### src/shared/smfl_pkg.sv
// constants, register layout and carrier types for the supply monitor flag logic
// assumes a 40 MHz core clock and an 8-bit special-function register port
package smfl_pkg;

  // ----------------------------------------------------------------
  // register map
  // ----------------------------------------------------------------
  localparam logic [7:0] SMC_ADDR  = 8'hdf;
  localparam logic [7:0] SMC_RESET = 8'hde;

  localparam int BIT_DIG_CMP  = 7;
  localparam int BIT_ANA_CMP  = 6;
  localparam int BIT_FLAG     = 5;
  localparam int BIT_DTRIP_HI = 4;
  localparam int BIT_DTRIP_LO = 3;
  localparam int BIT_ATRIP_HI = 2;
  localparam int BIT_ATRIP_LO = 1;
  localparam int BIT_ON       = 0;

  // ----------------------------------------------------------------
  // timing
  // ----------------------------------------------------------------
  localparam longint unsigned CLK_FREQ_HZ      = 64'd40_000_000;
  localparam longint unsigned RECOVERY_TIME_MS = 64'd250;
  localparam longint unsigned RECOVERY_CYCLES  = RECOVERY_TIME_MS * CLK_FREQ_HZ / 64'd1000;
  localparam int              RECOVERY_CNT_W   = 24;
  localparam longint unsigned FILTER_TIME_NS   = 64'd1000;
  localparam longint unsigned FILTER_CYCLES    =
    (FILTER_TIME_NS * CLK_FREQ_HZ + 64'd999_999_999) / 64'd1_000_000_000;
  localparam int              FILTER_CNT_W     = 6;

  // ----------------------------------------------------------------
  // types
  // ----------------------------------------------------------------
  // trip point codes: 4.63 V, 3.08 V, 2.93 V, 2.63 V
  typedef enum logic [1:0] {
    SMFL_TRIP_4V63 = 2'h0,
    SMFL_TRIP_3V08 = 2'h1,
    SMFL_TRIP_2V93 = 2'h2,
    SMFL_TRIP_2V63 = 2'h3
  } smfl_trip_t;

  typedef enum logic [2:0] {
    SMFL_WATCH   = 3'b001,
    SMFL_LOW     = 3'b010,
    SMFL_RECOVER = 3'b100
  } smfl_state_t;

  typedef struct packed {
    logic [7:0] addr;
    logic       wr;
    logic       rd;
    logic [7:0] wdata;
  } smfl_sfr_req_t;

endpackage

### src/verilog/smfl_glitch_filter.sv
// two-flop synchroniser and stability filter for one comparator input
// assumes the raw comparator level is asynchronous to clk
`timescale 1ns/1ps
module smfl_glitch_filter
  import smfl_pkg::*;
(
  input  wire logic clk,
  input  wire logic reset_n,
  input  wire logic raw_in,
  output logic      filt_out
);

  logic                    sync1_q;
  logic                    sync2_q;
  logic [FILTER_CNT_W-1:0] cnt_q;
  logic                    filt_q;

  localparam logic [FILTER_CNT_W-1:0] CNT_LAST = FILTER_CNT_W'(FILTER_CYCLES - 64'd1);

  always_ff @(posedge clk or negedge reset_n)
  begin
    if (!reset_n)
    begin
      sync1_q <= 1'b1;
      sync2_q <= 1'b1;
    end
    else
    begin
      sync1_q <= raw_in;
      sync2_q <= sync1_q;
    end
  end

  // level must differ for the whole window before it is accepted
  always_ff @(posedge clk or negedge reset_n)
  begin
    if (!reset_n)
    begin
      cnt_q  <= '0;
      filt_q <= 1'b1;
    end
    else if (sync2_q == filt_q)
    begin
      cnt_q <= '0;
    end
    else if (cnt_q == CNT_LAST)
    begin
      cnt_q  <= '0;
      filt_q <= sync2_q;
    end
    else
    begin
      cnt_q <= cnt_q + FILTER_CNT_W'(1);
    end
  end

  assign filt_out = filt_q;

  chk_filter_hold_time: assert property (
    @(posedge clk) disable iff (!reset_n)
    (filt_q != $past(filt_q)) |-> ($past(sync2_q) == filt_q) && ($past(cnt_q) == CNT_LAST))
    else $error("filtered level changed before the window elapsed");

endmodule

### src/verilog/smfl_top.sv
// supply monitor flag logic: control register, low-supply flag and recovery timer
// assumes raw comparator levels from the analog side and an 8-bit core register port
//
// Functional notes
// - comparators raise flag only while monitor enabled
// - either comparator low sets bit 5 flag
// - both high for 250 ms after a low, with monitor on, clears flag
// - software flag writes; clear ignored while low
// - bit 7 is live digital comparator state
// - bit 6 is live analog comparator state
// - bits 4:3 select digital trip point
// - bits 2:1 select analog trip point
// - bit 0 switches monitor on/off
// - interrupt only when core enable set
// - comparator glitches filtered before flag logic
`timescale 1ns/1ps
module smfl_top
  import smfl_pkg::*;
#(
  parameter int unsigned RECOVERY_LEN = 32'(RECOVERY_CYCLES)
)
(
  input  wire logic           clk,
  input  wire logic           reset_n,
  input  wire smfl_sfr_req_t  sfr_req,
  output logic [7:0]          sfr_rdata,
  input  wire logic           digital_cmp_in,
  input  wire logic           analog_cmp_in,
  input  wire logic           secondary_interrupt_enable_priority,
  output logic                low_supply_irq,
  output logic                supply_monitor_on,
  output logic [1:0]          digital_trip_sel,
  output logic [1:0]          analog_trip_sel
);

  localparam logic [RECOVERY_CNT_W-1:0] REC_LAST = RECOVERY_CNT_W'(RECOVERY_LEN - 1);

  // ----------------------------------------------------------------
  // comparator filtering
  // ----------------------------------------------------------------
  logic digital_supply_compare_state;
  logic analog_supply_compare_state;

  smfl_glitch_filter u_dig_filter (
    .clk      (clk),
    .reset_n  (reset_n),
    .raw_in   (digital_cmp_in),
    .filt_out (digital_supply_compare_state)
  );

  smfl_glitch_filter u_ana_filter (
    .clk      (clk),
    .reset_n  (reset_n),
    .raw_in   (analog_cmp_in),
    .filt_out (analog_supply_compare_state)
  );

  // ----------------------------------------------------------------
  // register state
  // ----------------------------------------------------------------
  logic                      on_q;
  logic [1:0]                dtrip_q;
  logic [1:0]                atrip_q;
  logic                      flag_q;
  logic                      flag_d;
  logic                      irq_q;
  logic [7:0]                rdata_q;
  smfl_state_t               state_q;
  smfl_state_t               state_d;
  logic [RECOVERY_CNT_W-1:0] cnt_q;
  logic                      wr_hit;
  logic                      rd_hit;
  logic                      any_low;
  logic                      hw_set;
  logic                      expire;
  logic [7:0]                reg_view;

  assign wr_hit  = sfr_req.wr && (sfr_req.addr == SMC_ADDR);
  assign rd_hit  = sfr_req.rd && (sfr_req.addr == SMC_ADDR);
  assign any_low = !(digital_supply_compare_state && analog_supply_compare_state);
  assign hw_set  = on_q && any_low;
  assign expire  = on_q && (state_q == SMFL_RECOVER) && !any_low && (cnt_q == REC_LAST);

  // ----------------------------------------------------------------
  // control fields
  // ----------------------------------------------------------------
  always_ff @(posedge clk or negedge reset_n)
  begin
    if (!reset_n)
    begin
      on_q    <= SMC_RESET[BIT_ON];
      dtrip_q <= SMC_RESET[BIT_DTRIP_HI:BIT_DTRIP_LO];
      atrip_q <= SMC_RESET[BIT_ATRIP_HI:BIT_ATRIP_LO];
    end
    else if (wr_hit)
    begin
      on_q    <= sfr_req.wdata[BIT_ON];
      dtrip_q <= sfr_req.wdata[BIT_DTRIP_HI:BIT_DTRIP_LO];
      atrip_q <= sfr_req.wdata[BIT_ATRIP_HI:BIT_ATRIP_LO];
    end
  end

  // ----------------------------------------------------------------
  // recovery sequence
  // ----------------------------------------------------------------
  always_comb
  begin
    state_d = state_q;
    if (!on_q)
    begin
      state_d = SMFL_WATCH;
    end
    else
    begin
      unique case (state_q)
        SMFL_WATCH:   if (any_low) state_d = SMFL_LOW;
        SMFL_LOW:     if (!any_low) state_d = SMFL_RECOVER;
        SMFL_RECOVER:
        begin
          if (any_low)
            state_d = SMFL_LOW;
          else if (cnt_q == REC_LAST)
            state_d = SMFL_WATCH;
        end
        default:      state_d = SMFL_WATCH;
      endcase
    end
  end

  always_ff @(posedge clk or negedge reset_n)
  begin
    if (!reset_n)
      state_q <= SMFL_WATCH;
    else
      state_q <= state_d;
  end

  // counts only while recovering with both supplies high
  always_ff @(posedge clk or negedge reset_n)
  begin
    if (!reset_n)
      cnt_q <= '0;
    else if (state_q == SMFL_RECOVER && state_d == SMFL_RECOVER)
      cnt_q <= cnt_q + RECOVERY_CNT_W'(1);
    else
      cnt_q <= '0;
  end

  // ----------------------------------------------------------------
  // low-supply flag
  // ----------------------------------------------------------------
  always_comb
  begin
    flag_d = flag_q;
    if (hw_set)
      flag_d = 1'b1;
    else if (wr_hit && !(any_low && !sfr_req.wdata[BIT_FLAG]))
      flag_d = sfr_req.wdata[BIT_FLAG];
    else if (expire)
      flag_d = 1'b0;
  end

  always_ff @(posedge clk or negedge reset_n)
  begin
    if (!reset_n)
      flag_q <= SMC_RESET[BIT_FLAG];
    else
      flag_q <= flag_d;
  end

  always_ff @(posedge clk or negedge reset_n)
  begin
    if (!reset_n)
      irq_q <= 1'b0;
    else
      irq_q <= flag_q && secondary_interrupt_enable_priority;
  end

  // ----------------------------------------------------------------
  // read path
  // ----------------------------------------------------------------
  always_comb
  begin
    reg_view                            = '0;
    reg_view[BIT_DIG_CMP]               = digital_supply_compare_state;
    reg_view[BIT_ANA_CMP]               = analog_supply_compare_state;
    reg_view[BIT_FLAG]                  = flag_q;
    reg_view[BIT_DTRIP_HI:BIT_DTRIP_LO] = dtrip_q;
    reg_view[BIT_ATRIP_HI:BIT_ATRIP_LO] = atrip_q;
    reg_view[BIT_ON]                    = on_q;
  end

  always_ff @(posedge clk or negedge reset_n)
  begin
    if (!reset_n)
      rdata_q <= 8'h00;
    else if (rd_hit)
      rdata_q <= reg_view;
    else
      rdata_q <= 8'h00;
  end

  assign sfr_rdata         = rdata_q;
  assign low_supply_irq    = irq_q;
  assign supply_monitor_on = on_q;
  assign digital_trip_sel  = dtrip_q;
  assign analog_trip_sel   = atrip_q;

  // ----------------------------------------------------------------
  // checks
  // ----------------------------------------------------------------
  chk_off_no_raise: assert property (
    @(posedge clk) disable iff (!reset_n)
    (!on_q && !flag_q && !wr_hit) |=> !flag_q)
    else $error("flag raised while monitor disabled");

  chk_low_sets_flag: assert property (
    @(posedge clk) disable iff (!reset_n)
    (on_q && any_low) |=> flag_q)
    else $error("low comparator did not set flag");

  chk_recover_clears: assert property (
    @(posedge clk) disable iff (!reset_n)
    (expire && !wr_hit) |=> !flag_q && (state_q == SMFL_WATCH))
    else $error("flag not cleared at end of recovery");

  chk_clear_blocked: assert property (
    @(posedge clk) disable iff (!reset_n)
    (wr_hit && !sfr_req.wdata[BIT_FLAG] && any_low && flag_q) |=> flag_q)
    else $error("software cleared flag while supply low");

  chk_read_dig_cmp: assert property (
    @(posedge clk) disable iff (!reset_n)
    rd_hit |=> sfr_rdata[BIT_DIG_CMP] == $past(digital_supply_compare_state))
    else $error("digital comparator bit wrong on read");

  chk_read_ana_cmp: assert property (
    @(posedge clk) disable iff (!reset_n)
    rd_hit |=> sfr_rdata[BIT_ANA_CMP] == $past(analog_supply_compare_state))
    else $error("analog comparator bit wrong on read");

  chk_trip_fields: assert property (
    @(posedge clk) disable iff (!reset_n)
    wr_hit |=> (digital_trip_sel == $past(sfr_req.wdata[4:3]))
            && (analog_trip_sel == $past(sfr_req.wdata[2:1])))
    else $error("trip select outputs do not follow write");

  chk_enable_write: assert property (
    @(posedge clk) disable iff (!reset_n)
    wr_hit |=> supply_monitor_on == $past(sfr_req.wdata[0]))
    else $error("monitor enable does not follow write");

  chk_irq_gate: assert property (
    @(posedge clk) disable iff (!reset_n)
    low_supply_irq == ($past(flag_q) && $past(secondary_interrupt_enable_priority)))
    else $error("interrupt not gated by core enable");

  chk_restart_count: assert property (
    @(posedge clk) disable iff (!reset_n)
    (on_q && state_q == SMFL_RECOVER && any_low) |=> (state_q == SMFL_LOW) && (cnt_q == '0))
    else $error("recovery count not abandoned on low supply");

endmodule
### config.mk
export PLATFORM = sky130hd
export DESIGN_NAME = smfl_top
export DESIGN_NICKNAME = d
export VERILOG_FILES = /design/src/shared/smfl_pkg.sv /design/src/verilog/smfl_glitch_filter.sv /design/src/verilog/smfl_top.sv
export SDC_FILE = /design/constraint.sdc
export NUM_CORES = 1
export LEC_CHECK = 0
export BUFFER_PORTS_ARGS = -buffer_cell sky130_fd_sc_hd__buf_2
export CORE_MARGIN = 2
export CORE_UTILIZATION = 30
export CTS_BUF_LIST = sky130_fd_sc_hd__clkbuf_8
export CTS_CLUSTER_DIAMETER = 100
export DETAILED_ROUTE_END_ITERATION = 16
export GPL_ROUTABILITY_DRIVEN = 0
export PLACE_DENSITY_LB_ADDON = 0.05
export REMOVE_ABC_BUFFERS = 1
export SYNTH_ARGS = -nofsm -noshare
export SYNTH_HDL_FRONTEND = slang
export SYNTH_SLANG_ARGS = --single-unit
### constraint.sdc
create_clock -name clk -period 3.3 [get_ports clk]
set_input_delay 0.66 -clock clk [delete_from_list [all_inputs] [get_ports clk]]
set_output_delay 0.66 -clock clk [all_outputs]
set_load 0.005 [all_outputs]
; After elaboration in Yosys (flattened, before gate mapping)
; Cells that the tools add are included.
[word_totals]
word_cells = 63
regBits = 60
input_bits = 23
output_inout_bits = 14
[classes]
n_reduce_logical = 17
eq_ne = 10
add_sub_neg = 3
n_bitwise = 2
mux = 15
[op_table]
columns = operator, n
row1 = "24-bit by 1-bit adder with 24-bit output, second input constant", 1
row2 = "24-bit == test, second input constant", 1
row3 = 24-bit 2-to-1 mux, 1
row4 = 6-bit 2-to-1 mux, 4
row5 = 3-bit 2-to-1 mux, 5
row6 = "6-bit by 1-bit adder with 6-bit output, second input constant", 2
row7 = "6-bit == test, second input constant", 2
row8 = 1-bit logical AND, 11
row9 = 3-bit one-hot mux with 3 select lines, 1
row10 = "8-bit == test, second input constant", 1
row11 = 8-bit 2-to-1 mux, 1
row12 = "3-bit == test, second input constant", 2
row13 = 2-bit AND reduction, 2
row14 = "3-bit by 1-bit == test with 1-bit output, second input constant", 1
row15 = "3-bit by 2-bit == test with 1-bit output, second input constant", 1
row16 = 1-bit zero test, 3
row17 = 1-bit 2-to-1 mux, 3
row18 = 3-bit nonzero test, 1
row19 = 1-bit == test, 2
row20 = 1-bit inverter, 2

; Longest topological paths before layout
[depth]
depth_word = 8
ltp_mapped = 7
ltp_nobuf = 5

; Hierarchy
; From an unflattened synthesis, not the netlist that was laid out.
[unflattened]
hier_cells = 247
hier_area_um2 = 2690.1
[modules_own_cells]
columns = mod, cells_each, n_inst, seq_area_each_um2, area_per_inst_um2
row1 = smfl_top, 191, 1, 1057.3, 1956.9
row2 = smfl_glitch_filter, 28, 2, 229.0, 366.6

; Worst setup path before layout
; Ideal clock, no wire load.
[synth_timing]
path_type = flip-flop to flip-flop
from = register cnt_q[0]
to = register cnt_q[16]
required_ns = 3.174
n_path_buf = 2
arrival_ns = 1.629
synth_period_minus_slack_ns = 1.755
setup_time_ns = 0.126
stages_incl_launch_ff = 8
path_slack_ns = 1.545
cell_sequence = dfrtp_1 > ha_1 > buf_2 > nand2_1 > or4_4 > o21ai_4 > buf_6 > a21oi_1
[synth_via]
elab_chain_len = 8
elab_cells_between_ends = 9
classes_between = 1 x add/sub / 2 x eq/ne / 5 x mux / 1 x reduce/logical
[synth_rtl]
columns = element, line_no
row1 = start: declaration, smfl_top.sv:70  ; logic [RECOVERY_CNT_W-1:0] cnt_q;
row2 = start signal: assignment, smfl_top.sv:144  ; cnt_q <= cnt_q + RECOVERY_CNT_W'(1);
row3 = 24-bit == test, smfl_top.sv:122  ; else if (cnt_q == REC_LAST)
row4 = 3-bit 2-to-1 mux, smfl_top.sv:122
row5 = 3-bit 2-to-1 mux, smfl_top.sv:120  ; if (any_low)
row6 = 3-bit one-hot mux with 3 select lines, smfl_top.sv:115  ; unique case (state_q)
row7 = 3-bit 2-to-1 mux, smfl_top.sv:109  ; if (!on_q)
row8 = 3-bit == test, smfl_top.sv:143  ; else if (state_q == SMFL_RECOVER && state_d == SMFL_RECOVER)
row9 = 1-bit logical AND, smfl_top.sv:143
row10 = 24-bit 2-to-1 mux (*), smfl_top.sv:143
; Every way passes the cells marked *; elsewhere a longest branch is shown, timed or not.
; A chain may end at the register's enable or synchronous reset.

; Final worst setup path
[layout_timing]
from = register cnt_q[0]
to = register cnt_q[3]
; The elaborated chain is that of the path after synthesis.

==> impl_metrics.yaml <==
timing:
  min_period_over_period_pct: 66.8
  slew_viol_final: 0
  maxSlewHeadroom_pct: 42.3
  tns_ns: 0
  tightestPinTransition_ns: 0.865
  setup_viol: 0
  max_freq_mhz: 454
  period_needed_ns: 2.20
  rsz0062_at_grt: "no"
  clock_skew_ns: 0.00744
  hold_violations: 0
clock_tree:
  ctsResizeCount: 0
  cts.path.max_buffers: 2
  insertion_delay_ns: 0.33
  numCtsBuffers: 9
  cts_tree: "yes"
  root_buffer: "clkbuf_8"
  cts_setup_buffers: 0
  cts.clk_slew.worst_paths_ns: 0.07
  cts-htree-levels: 3
  clock-sinks: 60
  ctsHoldBuffers: 0
global_route:
  grtUsageTotal_pct: 12.6
  gr-total-overflow: 0
  grt_pass1_wl_um: 9830
  grt_pass1_vias: 2041
  antenna_found_initial: 0
  grt_max_degree: 38
hold_path:
  hold_path_startpoint: "u_dig_filter.sync1_q$_DFF_PN1_"
  min_to: "u_dig_filter.sync2_q$_DFF_PN1_"
  holdPathStages: 0
  hold_path_class: "register to register"
worst_setup_path:
  rr_worst_depth: 5
  slowest_stage: "or4_4"
  cp.required_ns: 3.49
  arrival_ns: 2.40
  start_kind: "register"
  r2r_end: "cnt_q[3]$_DFF_PN0_"
  cp_slowest_stage_delay_ns: 0.56
  path_max_fanout: 23
  end_kind: "register"
  crit_start: "cnt_q[0]$_DFF_PN0_"
  path_cells: "ha_1 > nand2_1 > or4_4 > o21ai_4 > nor2_1"
  r2r-start: "cnt_q[0]$_DFF_PN0_"
  crit_type: "register to register"
  rrSetupSlack_ns: 1.10
job:
  maxCapViolations: 0
placement:
  port_buffers: 34
  dp.cells: 390
  hpwlAfterDp_um: 3660
die:
  start_util_pct: 31.1
  core_um2: 8760
  num_rows: 34
  die_height_um: 99.4
  io_pins: 37
  die_w_um: 99.4
  die_area_um2: 9880
synth:
  synth_edf_count: 0
  yosysSeqAreaShare_pct: 55.5
  syn_area_um2: 2730
  ys_warn_count: 0
  avgSynthCellArea_um2: 10.9
  synth-seq-cells: 60
  synth_cells: 251
  synth_ff_type: "dfrtp_1"
  synth_cell_type_count: 39
  synthArstFlopShare_pct: 100
power_and_ir_drop:
  p_leak_nw: 1.38
  peakVddDrop_v: 0.000211
  p_per_area_nw_per_um2: 477
cells_and_area:
  insertedDiodeCount: 0
  drive_gt1_share_pct: 24.2
  final_cells: 406
  final_nets: 319
  final_common_cell: "dfrtp_1"
  syn_to_final_growth_pct: 16.6
  mostFrequentLayoutCells: "dfrtp_1 (49), buf_2 (34), nor2_1 (30), nand2_1 (16)"
drt:
  routedWlPerCell_um: 13.5
  num_vias: 1908
  route.detailed.drc: 0
  drt-total-wl_um: 5500
  via_per_inst: 4.70
  firstDrtPassIters: 4
  drt_iter0_drc: 49
  ant_nets: 0
run_status:
  status: "finished clean"
metal layers:
layer | wire (µm) | vias up | GRT usage (%) | share of wire [%]
met5 | 0 | - | 0 | 0
met4 | 72 | 0 | 3.48 | 1.3
met3 | 247 | 7 | 4.64 | 4.5
met2 | 2490 | 33 | 19.6 | 45
met1 | 2700 | 904 | 16.4 | 49
li1 | - | 964 | - | -
cell usage after synthesis, types with 2 or more instances:
cell type	number	area share [%]
or3_1	8	1.8
nand4_1	10	2.3
inv_1	7	0.96
nor2_1	30	4.1
nand3_1	11	2.0
and2_1	10	2.3
o21ai_0	15	2.8
dfrtp_1	49	45
nor2b_1	2	0.46
mux2_2	6	2.5
buf_6	3	1.2
dfstp_2	11	11
nand4_2	2	0.92
and4_1	4	1.3
ha_1	3	1.4
nor3_1	4	0.73
nand4bb_1	2	0.83
nor4_1	4	0.92
a21oi_1	11	2.0
xor2_1	15	4.8
nand2_1	16	2.2
xnor2_1	11	3.5
registers in the layout, summed over array words and instances (netlist names):
name and count:
flag_q 1, u_ana_filter.filt_out 1, cnt_q 24, u_dig_filter.sync1_q 1, u_ana_filter.sync2_q 1, supply_monitor_on 1, u_dig_filter.sync2_q 1, u_ana_filter.sync1_q 1
sfr_rdata 8, u_dig_filter.cnt_q 6, low_supply_irq 1, analog_trip_sel 2, u_dig_filter.filt_out 1, digital_trip_sel 2, u_ana_filter.cnt_q 6, state_q 3
how the worst max path moves through the flow:
stage | to | slack (ns) | depth (start not counted)
after global placement | cnt_q[9]$_DFF_PN0_ | 1.04 | 5
after CTS | cnt_q[3]$_DFF_PN0_ | 1.02 | 5
after global routing | cnt_q[21]$_DFF_PN0_ | 0.90 | 5
after detailed placement | cnt_q[3]$_DFF_PN0_ | 1.03 | 5
final | cnt_q[3]$_DFF_PN0_ | 1.10 | 5
after floorplan | cnt_q[10]$_DFF_PN0_ | 1.45 | 5
cell type report:
type / instances / area (µm²)
Clock inverter: 7 / 55.1
Fill cell: 911 / 5580
Sequential cell: 60 / 1520
Inverter: 7 / 26.3
Timing Repair Buffer: 36 / 185
Multi-Input combinational cell: 179 / 1140
Tap cell: 108 / 135
Clock buffer: 9 / 124
where the power goes:
group          total, mW  switching, mW  leakage [nW]  internal, mW
logic             0.0987         0.0447         0.494        0.0539
registers          0.805         0.0338         0.780         0.771
clock network      0.613          0.278         0.108         0.335
total               1.52          0.356          1.38          1.16
critical path, delay by kind of cell, from the launching register on:
kind | cells | cell delay [ns]
AO/OA/AOI/OAI | 1 | 0.53
adder cells (fa/ha/maj) | 1 | 0.37
flip-flops | 1 | 0.38
AND/OR/NAND/NOR | 3 | 0.77
logic make-up (layout without fill, tap and decap cells):
| kind of cell | after synthesis | after routing | synth area share (%) |
|---|---|---|---|
| XOR/XNOR | 26 | 26 | 8.34 |
| flip-flops | 60 | 60 | 55.5 |
| AND/OR/NAND/NOR | 112 | 112 | 22.7 |
| multiplexers | 6 | 6 | 2.48 |
| buffers and inverters | 12 | 59 | 2.66 |
| AO/OA/AOI/OAI | 32 | 32 | 6.97 |
| adder cells (fa/ha/maj) | 3 | 3 | 1.38 |
stage by stage:
stage	power [mW]	utilization, %	cell area (µm²)	setup slack [ns]	hold WS (ns)
global placement	0.918	34.3	3000	1.04	0.346
finish	1.52	36.3	3180	1.10	0.356
floorplan	0.870	-	2680	1.45	0.345
detailed placement	0.919	34.3	3000	1.03	0.347
CTS	1.55	36.3	3180	1.02	0.355
global route	1.60	36.3	3180	0.895	0.363
Note: power is estimated with default switching activity, not from simulation.
